===== config.mk =====
export PLATFORM = sky130hd
export DESIGN_NAME = sfir_filter
export DESIGN_NICKNAME = d
export VERILOG_FILES = /design/src/sfir_pkg.sv /design/src/sfir_fifo.sv /design/src/sfir_filter.sv
export VERILOG_INCLUDE_DIRS = /design/src
export SDC_FILE = /design/constraint.sdc
export NUM_CORES = 2
export LEC_CHECK = 0
export ABC_AREA = 1
export BUFFER_PORTS_ARGS = -buffer_cell sky130_fd_sc_hd__buf_2
export CAP_MARGIN = 0
export CORE_MARGIN = 4
export CORE_UTILIZATION = 45
export CTS_BUF_LIST = sky130_fd_sc_hd__clkbuf_4
export DETAILED_ROUTE_END_ITERATION = 7
export PLACE_DENSITY_LB_ADDON = 0.12
export SLEW_MARGIN = 0
export SYNTH_ARGS = -nofsm -noshare
export SYNTH_HDL_FRONTEND = slang
export SYNTH_HIERARCHICAL = 1
export SYNTH_SLANG_ARGS = --single-unit

===== constraint.sdc =====
create_clock -name clock -period 68.7 [get_ports clock]
set_clock_uncertainty 0.1 [all_clocks]
set_input_delay 10.305 -clock clock [delete_from_list [all_inputs] [get_ports clock]]
set_output_delay 10.305 -clock clock [all_outputs]
set_load 0.1 [all_outputs]

===== src/sfir_defines.svh =====
// Constants for the symmetric FIR filter: sizes, option defaults, stage latencies.
// Assumes it is included by the package, the filter and the test bench files only.
`ifndef SFIR_DEFINES_SVH
`define SFIR_DEFINES_SVH

// Geometry
`define SFIR_TAPS 44
`define SFIR_SAMPLE_W 16
`define SFIR_COEF_W 10
`define SFIR_FRAC_W 9
`define SFIR_ACC_W 33
`define SFIR_COEF_DEFAULT 10'h040

// Option defaults
`define SFIR_USE_EVEN 1'b1
`define SFIR_USE_ROUNDING 1'b1
`define SFIR_USE_SATURATE 1'b1
`define SFIR_ANTISYM 1'b1

// Latency terms in enabled clock cycles
`define SFIR_RND_LAT 2
`define SFIR_SAT_LAT 1
`define SFIR_EVEN_BASE 4
`define SFIR_ODD_BASE 6
`define SFIR_CORE_LAT 4

// Output buffer
`define SFIR_FIFO_DEPTH 4

`endif


===== src/sfir_pkg.sv =====
// Types shared by the symmetric FIR filter files.
// Assumes sfir_defines.svh is on the include path.
`include "sfir_defines.svh"

package sfir_pkg;
  typedef logic signed [`SFIR_SAMPLE_W-1:0] sfir_sample_t;
  typedef logic signed [`SFIR_COEF_W-1:0] sfir_coef_t;
  typedef logic signed [`SFIR_ACC_W-1:0] sfir_acc_t;
endpackage : sfir_pkg


===== src/sfir_fifo.sv =====
// Small flip-flop FIFO with valid and ready on both sides.
// Assumes one clock and a synchronous active-high reset.
`timescale 1ns/100ps
`default_nettype none

module sfir_fifo #(
  parameter int WIDTH = 16,
  parameter int DEPTH = 4
) (
  input wire logic clock,
  input wire logic reset,
  input wire logic wr_valid,
  output logic wr_ready,
  input wire logic [WIDTH-1:0] wr_data,
  output logic rd_valid,
  input wire logic rd_ready,
  output logic [WIDTH-1:0] rd_data
);
  localparam int PW = (DEPTH > 1) ? $clog2(DEPTH) : 1;
  localparam int CNT_W = $clog2(DEPTH + 1);

  logic [WIDTH-1:0] mem_reg [DEPTH];
  logic [PW-1:0] wr_ptr_reg;
  logic [PW-1:0] rd_ptr_reg;
  logic [CNT_W-1:0] count_reg;
  logic [CNT_W-1:0] count_next;
  logic push;
  logic pop;

  // Handshakes and occupancy
  assign push = wr_valid & wr_ready;
  assign pop = rd_valid & rd_ready;
  assign count_next = count_reg + CNT_W'(push) - CNT_W'(pop);
  assign rd_data = mem_reg[rd_ptr_reg];

  // Storage, written only on an accepted push
  always_ff @(posedge clock) begin
    if (push) begin
      mem_reg[wr_ptr_reg] <= wr_data;
    end
  end

  // Pointers and registered flags
  always_ff @(posedge clock) begin
    if (reset) begin
      wr_ptr_reg <= '0;
      rd_ptr_reg <= '0;
      count_reg <= '0;
      wr_ready <= 1'b0;
      rd_valid <= 1'b0;
    end else begin
      if (push) begin
        wr_ptr_reg <= (wr_ptr_reg == PW'(DEPTH - 1)) ? '0 : wr_ptr_reg + PW'(1);
      end
      if (pop) begin
        rd_ptr_reg <= (rd_ptr_reg == PW'(DEPTH - 1)) ? '0 : rd_ptr_reg + PW'(1);
      end
      count_reg <= count_next;
      wr_ready <= (count_next != CNT_W'(DEPTH)); // Not full
      rd_valid <= (count_next != '0); // Not empty
    end
  end
endmodule : sfir_fifo

`default_nettype wire


===== src/sfir_filter.sv =====
// Pipelined symmetric FIR filter with rounding, saturation and output FIFO.
// Assumes samples synchronous to clock; en qualifies every edge.
`timescale 1ns/100ps
`default_nettype none
`include "sfir_defines.svh"

module sfir_filter #(
  parameter int TAPS = `SFIR_TAPS,
  parameter bit USE_EVEN = `SFIR_USE_EVEN,
  parameter bit USE_ROUNDING = `SFIR_USE_ROUNDING,
  parameter bit USE_SATURATE = `SFIR_USE_SATURATE,
  parameter bit antisymmetric_select = `SFIR_ANTISYM,
  parameter logic [((TAPS+1)/2)*`SFIR_COEF_W-1:0] COEFS = {((TAPS+1)/2){`SFIR_COEF_DEFAULT}}
) (
  input wire logic clock,
  input wire logic reset,
  input wire logic en,
  input wire logic signed [`SFIR_SAMPLE_W-1:0] x_in,
  output logic x_ready,
  output logic signed [`SFIR_SAMPLE_W-1:0] y_out,
  output logic out_valid,
  input wire logic out_ready,
  output logic [`SFIR_SAMPLE_W-1:0] out_data
);
  // ---------------------------------------------------------------
  // Sizes and latency
  // ---------------------------------------------------------------
  localparam int sample_width = `SFIR_SAMPLE_W;
  localparam int coefficient_bits = `SFIR_COEF_W;
  localparam int fraction_bits = `SFIR_FRAC_W;
  localparam int HALF = TAPS / 2;
  localparam int NPROD = (TAPS + 1) / 2;
  localparam int PW = sample_width + 1;
  localparam int MW = PW + coefficient_bits;
  localparam int AW = `SFIR_ACC_W;
  localparam int RL = USE_ROUNDING ? `SFIR_RND_LAT : 0;
  localparam int SL = USE_SATURATE ? `SFIR_SAT_LAT : 0;
  localparam int LAT = USE_EVEN ? (TAPS / 2 + RL + SL + `SFIR_EVEN_BASE)
                                : ((TAPS - 1) / 2 + RL + SL + `SFIR_ODD_BASE);
  localparam int PAD = LAT - `SFIR_CORE_LAT - RL - SL;
  localparam int FILL_W = $clog2(LAT + 1);
  localparam logic signed [AW-1:0] RB_POS = AW'(1) <<< (fraction_bits - 1);
  localparam logic signed [AW-1:0] RB_NEG = RB_POS - AW'(1);
  localparam logic signed [AW-1:0] MAX_W = AW'({1'b0, {(sample_width-1){1'b1}}});
  localparam logic signed [AW-1:0] MIN_W = -MAX_W - AW'(1);

  // Sign-extends one sample to the pre-adder width
  function automatic logic signed [PW-1:0] sx(input logic signed [sample_width-1:0] v);
    sx = {v[sample_width-1], v};
  endfunction : sx

  logic step;
  logic fifo_ready;
  logic push;
  logic [FILL_W-1:0] fill_reg;
  sfir_pkg::sfir_sample_t tap_reg [TAPS];
  logic signed [PW-1:0] pre_reg [NPROD];
  logic signed [MW-1:0] prod_reg [NPROD];
  sfir_pkg::sfir_acc_t acc_next;
  sfir_pkg::sfir_acc_t sum_reg;
  sfir_pkg::sfir_acc_t rnd_out;
  sfir_pkg::sfir_sample_t nar;
  sfir_pkg::sfir_sample_t pad_reg [PAD];
  sfir_pkg::sfir_sample_t push_data;

  // Pipeline advances only on enabled edges with room downstream
  assign step = en & fifo_ready;

  // ---------------------------------------------------------------
  // Input delay line
  // ---------------------------------------------------------------
  always_ff @(posedge clock) begin
    if (reset) begin
      for (int i = 0; i < TAPS; i++) tap_reg[i] <= '0;
    end else if (step) begin
      tap_reg[0] <= x_in;
      for (int i = 1; i < TAPS; i++) tap_reg[i] <= tap_reg[i-1];
    end
  end

  a_input_capture: assert property (@(posedge clock) disable iff (reset)
    step |=> tap_reg[0] == $past(x_in)) else $error("input not captured");

  // ---------------------------------------------------------------
  // Pair pre-add and coefficient multiply
  // ---------------------------------------------------------------
  for (genvar g = 0; g < NPROD; g++) begin : g_prod
    // Mirrored pair or centre tap
    always_ff @(posedge clock) begin
      if (reset) begin
        pre_reg[g] <= '0;
      end else if (step) begin
        if (g < HALF) begin
          pre_reg[g] <= antisymmetric_select ? (sx(tap_reg[g]) - sx(tap_reg[TAPS-1-g]))
                                             : (sx(tap_reg[g]) + sx(tap_reg[TAPS-1-g]));
        end else begin
          pre_reg[g] <= sx(tap_reg[HALF]);
        end
      end
    end

    // Signed fixed-point coefficient product
    always_ff @(posedge clock) begin
      if (reset) begin
        prod_reg[g] <= '0;
      end else if (step) begin
        prod_reg[g] <= pre_reg[g] * $signed(COEFS[g*coefficient_bits +: coefficient_bits]);
      end
    end
  end

  a_pair_preadd: assert property (@(posedge clock) disable iff (reset)
    step |=> pre_reg[0] == (antisymmetric_select ?
      $past(sx(tap_reg[0])) - $past(sx(tap_reg[TAPS-1]))
      : $past(sx(tap_reg[0])) + $past(sx(tap_reg[TAPS-1]))))
    else $error("pair pre-add wrong");

  a_coef_product: assert property (@(posedge clock) disable iff (reset)
    step |=> prod_reg[0] == MW'($past(pre_reg[0])
      * $signed(COEFS[coefficient_bits-1:0]))) else $error("product wrong");

  // ---------------------------------------------------------------
  // Accumulate products
  // ---------------------------------------------------------------
  always_comb begin
    acc_next = '0;
    for (int k = 0; k < NPROD; k++) acc_next = acc_next + AW'(prod_reg[k]);
  end

  always_ff @(posedge clock) begin
    if (reset) begin
      sum_reg <= '0;
    end else if (step) begin
      sum_reg <= acc_next;
    end
  end

  // ---------------------------------------------------------------
  // Rounding: bias then drop fraction, or plain truncation
  // ---------------------------------------------------------------
  if (USE_ROUNDING) begin : g_rnd
    sfir_pkg::sfir_acc_t bias_reg;
    sfir_pkg::sfir_acc_t rnd_reg;

    // Two registered stages
    always_ff @(posedge clock) begin
      if (reset) begin
        bias_reg <= '0;
        rnd_reg <= '0;
      end else if (step) begin
        bias_reg <= sum_reg + (sum_reg[AW-1] ? RB_NEG : RB_POS);
        rnd_reg <= bias_reg >>> fraction_bits;
      end
    end
    assign rnd_out = rnd_reg;

    a_round_bias: assert property (@(posedge clock) disable iff (reset)
      step && !sum_reg[AW-1] |=> bias_reg == $past(sum_reg) + RB_POS)
      else $error("positive bias wrong");

    a_round_delay: assert property (@(posedge clock) disable iff (reset)
      step ##1 step |=> rnd_reg == ($past(sum_reg, 2) + ($past(sum_reg[AW-1], 2)
        ? RB_NEG : RB_POS)) >>> fraction_bits) else $error("rounding delay wrong");
  end else begin : g_trunc
    assign rnd_out = sum_reg >>> fraction_bits;
  end

  // ---------------------------------------------------------------
  // Saturation to the output width, or wrap
  // ---------------------------------------------------------------
  if (USE_SATURATE) begin : g_sat
    sfir_pkg::sfir_sample_t sat_reg;

    // One registered clamp stage
    always_ff @(posedge clock) begin
      if (reset) begin
        sat_reg <= '0;
      end else if (step) begin
        if (rnd_out > MAX_W) begin
          sat_reg <= MAX_W[sample_width-1:0];
        end else if (rnd_out < MIN_W) begin
          sat_reg <= MIN_W[sample_width-1:0];
        end else begin
          sat_reg <= rnd_out[sample_width-1:0];
        end
      end
    end
    assign nar = sat_reg;

    a_sat_clamp: assert property (@(posedge clock) disable iff (reset)
      step && (rnd_out > MAX_W) |=> sat_reg == MAX_W[sample_width-1:0])
      else $error("positive clamp missing");

    a_sat_delay: assert property (@(posedge clock) disable iff (reset)
      step && (rnd_out <= MAX_W) && (rnd_out >= MIN_W)
      |=> sat_reg == $past(rnd_out[sample_width-1:0])) else $error("sat delay wrong");
  end else begin : g_wrap
    assign nar = rnd_out[sample_width-1:0];
  end

  // ---------------------------------------------------------------
  // Output delay line, sized to meet the total latency
  // ---------------------------------------------------------------
  always_ff @(posedge clock) begin
    if (reset) begin
      for (int i = 0; i < PAD; i++) pad_reg[i] <= '0;
    end else if (step) begin
      pad_reg[0] <= nar;
      for (int i = 1; i < PAD; i++) pad_reg[i] <= pad_reg[i-1];
    end
  end
  assign y_out = pad_reg[PAD-1];

  if (PAD > 1) begin : g_pd_chain
    assign push_data = pad_reg[PAD-2];
  end else begin : g_pd_direct
    assign push_data = nar;
  end

  a_hold_disabled: assert property (@(posedge clock) disable iff (reset)
    !step |=> $stable(y_out) && $stable(sum_reg) && $stable(tap_reg[0]))
    else $error("pipeline moved while disabled");

  // ---------------------------------------------------------------
  // Fill count: first valid output after LAT enabled cycles
  // ---------------------------------------------------------------
  always_ff @(posedge clock) begin
    if (reset) begin
      fill_reg <= '0;
    end else if (step && (fill_reg != FILL_W'(LAT - 1))) begin
      fill_reg <= fill_reg + FILL_W'(1);
    end
  end
  assign push = step && (fill_reg == FILL_W'(LAT - 1));

  a_first_output: assert property (@(posedge clock) disable iff (reset)
    $rose(fill_reg == FILL_W'(LAT - 1)) |-> $past(step) && !out_valid)
    else $error("first output at wrong cycle");

  // ---------------------------------------------------------------
  // Output buffer; its back-pressure stalls the whole pipeline
  // ---------------------------------------------------------------
  sfir_fifo #(
    .WIDTH(sample_width),
    .DEPTH(`SFIR_FIFO_DEPTH)
  ) sfir_fifo_inst (
    .clock(clock),
    .reset(reset),
    .wr_valid(push),
    .wr_ready(fifo_ready),
    .wr_data(push_data),
    .rd_valid(out_valid),
    .rd_ready(out_ready),
    .rd_data(out_data)
  );
  assign x_ready = fifo_ready;
endmodule : sfir_filter

`default_nettype wire


Yosys cells after proc, flatten, opt, wreduce, memory -nomap -nowiden --
Memory sizes are Yosys's and may differ from the RTL's. A register that Yosys moved wholly into a read port is not among the register bits. Cells that the tools add are included.
Storage, ports and cells: register bits after elaboration 120, bits in latches 0, bits in writable memories 1956, ROM bits 0, input bits 20, output and inout bits 34, logic and storage cells 311, memories kept 5
Operators by class: add/sub/neg operators 49, multiply operators 0, div/mod/pow operators 0, $lt $le $gt $ge 2, equal/unequal tests 5, shift operators 0, muxes and demuxes 124, bitwise logic cells 113, reduce and logical (&&, ||, !) cells 3
Memories:
- tap_reg | words 44, width 16, rd ports 44, clocked after Yosys merged registers in 0, wr ports 44, RTL line sfir_filter.sv:56 | sfir_pkg::sfir_sample_t tap_reg [TAPS];
- prod_reg | words 22, width 21, rd ports 22, clocked after Yosys merged registers in 0, wr ports 22, RTL line sfir_filter.sv:58 | logic signed [MW-1:0] prod_reg [NPROD];
- pre_reg | words 22, width 17, rd ports 22, clocked after Yosys merged registers in 0, wr ports 22, RTL line sfir_filter.sv:57 | logic signed [PW-1:0] pre_reg [NPROD];
- pad_reg | words 22, width 16, rd ports 22, clocked after Yosys merged registers in 0, wr ports 22, RTL line sfir_filter.sv:63 | sfir_pkg::sfir_sample_t pad_reg [PAD];
- sfir_fifo_inst.mem_reg | words 4, width 16, rd ports 1, clocked after Yosys merged registers in 1, wr ports 1, RTL line sfir_fifo.sv:22 | logic [WIDTH-1:0] mem_reg [DEPTH];
Operators with widths (count):
- $mux 16 | 68
- $add 33x27->33 | 15
- $mux 21 | 22
- $mux 17 | 22
- $sub 16x16->17 | 22
- $or 1x1->1 | 110
- $add 32x27->33 | 1
- $add 33x10->33 | 1
- $add 31x27->32 | 1
- $add 30x27->31 | 1
- $add 29x27->30 | 1
- $add 28x27->29 | 1
- $add 27x27->28 | 1
- $gt 24x16->1 const B | 1
- $lt 24x16->1 const B | 1
- $mux 9 | 1
- $mux 2 | 4
- $mux 1 | 7
- $add 5x1->5 const B | 1
- $eq 5x5->1 const B | 1
- $ne 5x5->1 const B | 1
- $add 2x1->2 const B | 2
- $eq 2x2->1 const B | 2
- $add 3x1->3 | 1
- 5 further kinds | 8

Depth between registers and ports, before layout --
An unclocked memory read counts as a cell.
word-level depth 22, gate-level depth with buffers 26

Hierarchy --
Netlist, hierarchy kept.
By module, submodules not included:
- sfir_filter | instances 1, cells each 10296, area each 100138.5 µm², seq. area each 56093.8 µm²
- sfir_fifo | instances 1, cells each 224, area each 2884.0 µm², seq. area each 2142.1 µm²

Worst setup path after synthesis --
OpenSTA, ideal clock, no wires.
path type input-to-reg, from input port en, to memory pad_reg[0][0] in the netlist's numbering, enable pin, arrival 59455 ps, required time 65724 ps, setup slack 6270 ps, cell stages on the path 5, buffers on the path 1, cell sequence nand2_1 -> inv_2 -> nor2_4 -> inv_2 -> clkbuf_1
RTL lines:
- from (decl) | RTL line sfir_filter.sv:17 | input wire logic en,
- to (decl) | RTL line sfir_filter.sv:63

==> out/results.tsv <==
metric	value	unit
r2r_setup_slack	62.24	ns
largest_register_ffs	704	
grt_first_pass_wirelength	413.4	mm
synth.area.top_cells	edfxtp_1, inv_1, nor2_1	
setup_tns	0	ns
ant_nets	0	
finalHoldViolations	0	
path_class	input port to flip-flop	
first_pass_iters	8	
htreeDepth	6	
synthTopCellsByCount	inv_1, nor2_1, edfxtp_1, nand2_1, a21oi_1	
synth_top_cell_area_share	54.45	%
hp-class	flip-flop to flip-flop	
io_buffers	53	
fin_crit_sh	20.88	%
post_cts_buffers	0	
fp.dieH	486.5	um
drt-total-wl	269.4	mm
synth-edff-count	1868	
gp_congestion	0.9011	
period_needed	14.35	ns
yosys_warnings	6	
cp.required	69.51	ns
cts_resized	0	
routedWlPerCell	18.80	um
holdBufCountCts	0	
ys_types	46	
ys_seq_area_share	56.53	%
cts_sinks	1975	
slew_headroom	12.47	%
core_area	0.2275	mm2
yosysMostFrequentCell	inv_1	
synth_flop_cell	edfxtp_1	
rows	175	
drtIter0Drc	5534	
drv_cap	0	
ys_async_sr_fraction	0	%
fmax	69.70	MHz
post-route-drc-count	0	
ctsLongestPathBuffers	4	
crit_fanout	168	
setup_violations	0	
synth-seq-cells	1975	
start_kind	input port	
via_per_inst	4.889	
dp_hpwl	194.3	mm
syn_area	0.1030	mm2
area_delta_synth_final	9.827	%
grt_start_max_net_pins	215	
fin_nets	11740	
layout-drive-gt1-share	8.845	%
worstSetupEndpointType	flip-flop	
yosysTopAreaCell	edfxtp_1	
die_x	486.5	um
critical_path_arrival	15.15	ns
initial_core_util	45.28	%
worstMarginPinSlew	1.304	ns
numCtsBuffers	572	
rsz0062_at_grt	false	
avgSynthCellArea	9.793	um2
clk_latency	1.37	ns
die-area	0.2367	mm2
ioPinCount	54	
slew_viol_final	0	
syn_inst	10520	
grt_pass1_vias	70310	
grt_antenna_before_repair	5	
grt_remaining_overflow	0	
status	completed	
clk_pin_slew	0.07	ns
fillers	21690	
synth_nets	11320	
track_usage	22.73	%
tritoncts	built	
cts_root_buffer	clkbuf_4	
num_vias	70060	
## metal layers
layer	track usage (%)	wire (um)
met4	6.417	5505
met1	32.89	128000
met3	3.900	13920
met5	0	13
met2	35.43	121900
## worst paths after layout
| check | start | endpoint | cells past startpoint |
|---|---|---|---|
| max | en | tap_reg[6][28]$_SDFFCE_PN0P_ | 9 |
| min | g_rnd.bias_reg[31]$_SDFFE_PP0P_ | g_rnd.bias_reg[31]$_SDFFE_PP0P_ | 2 |
| min reg2reg | g_rnd.bias_reg[31]$_SDFFE_PP0P_ | g_rnd.bias_reg[31]$_SDFFE_PP0P_ | 2 |
| max reg2reg | prod_reg[17][11]$_SDFFCE_PN0P_ | sum_reg[18]$_SDFFE_PP0P_ | 19 |
## through the flow
step                      utilization (%)  setup WS [ns]  instance area (um2)  instances  hold WS, ns
final                               49.74          54.35               113100      14330       0.3538
after global routing                49.73          54.17               113100      14330       0.3780
after CTS                           49.73          54.61               113100      14330       0.3551
after detailed placement            46.67          53.04               106200      13380       0.3429
after global placement              46.67          53.19               106200      13380       0.3397
after floorplan                         -          6.270               103000      10520       0.3262
## layout by cell type, fill, tap and decap left out, types with 57 or more instances in the layout
| master | instances |
|---|---|
| fa_1 | 378 |
| dfxtp_1 | 107 |
| ha_1 | 397 |
| inv_1 | 2447 |
| nor2_1 | 2176 |
| a21o_1 | 57 |
| clkinv_1 | 82 |
| nand3_1 | 337 |
| edfxtp_1 | 1868 |
| a21oi_1 | 557 |
| clkbuf_4 | 825 |
| o21ai_0 | 293 |
| nand2_1 | 1313 |
## cells by family (layout without fill, tap and decap cells)
logic type,Yosys count,in the layout,share of synthesized area [%]
AOI/OAI and AO/OA,1086,1086,5.709
xor gates and xnor gates,18,18,0.1530
adders and majority gates,775,775,12.17
buffers and inverters,2698,3495,10.22
DFF,1975,1975,56.53
other,0,5,0
and+or+nand+nor,3968,3968,15.23
## worst max-delay path: stages
cell and delay (ns):
buf_2 0.10, nand2_1 0.22, inv_2 0.19, nor2_4 0.16, inv_8 0.70, buf_4 0.73
buf_12 0.60, buf_4 0.80, buf_4 0.89
## cell type report
| type | count | area, um2 | share of cell area (%) |
|---|---|---|---|
| well taps | 3009 | 3765 | 3.327 |
| clock inverters | 126 | 777.0 | 0.6867 |
| clock buffers | 825 | 6193 | 5.474 |
| diodes | 5 | 12.51 | 0.01106 |
| multi-input cells | 5847 | 34280 | 30.29 |
| inverters | 2452 | 9219 | 8.148 |
| repair buffers | 92 | 668.1 | 0.5905 |
| flip-flops and latches | 1975 | 58240 | 51.47 |
Power is not shown: default switching activity piles up to over one toggle a cycle in this logic, so the estimate is an artifact.
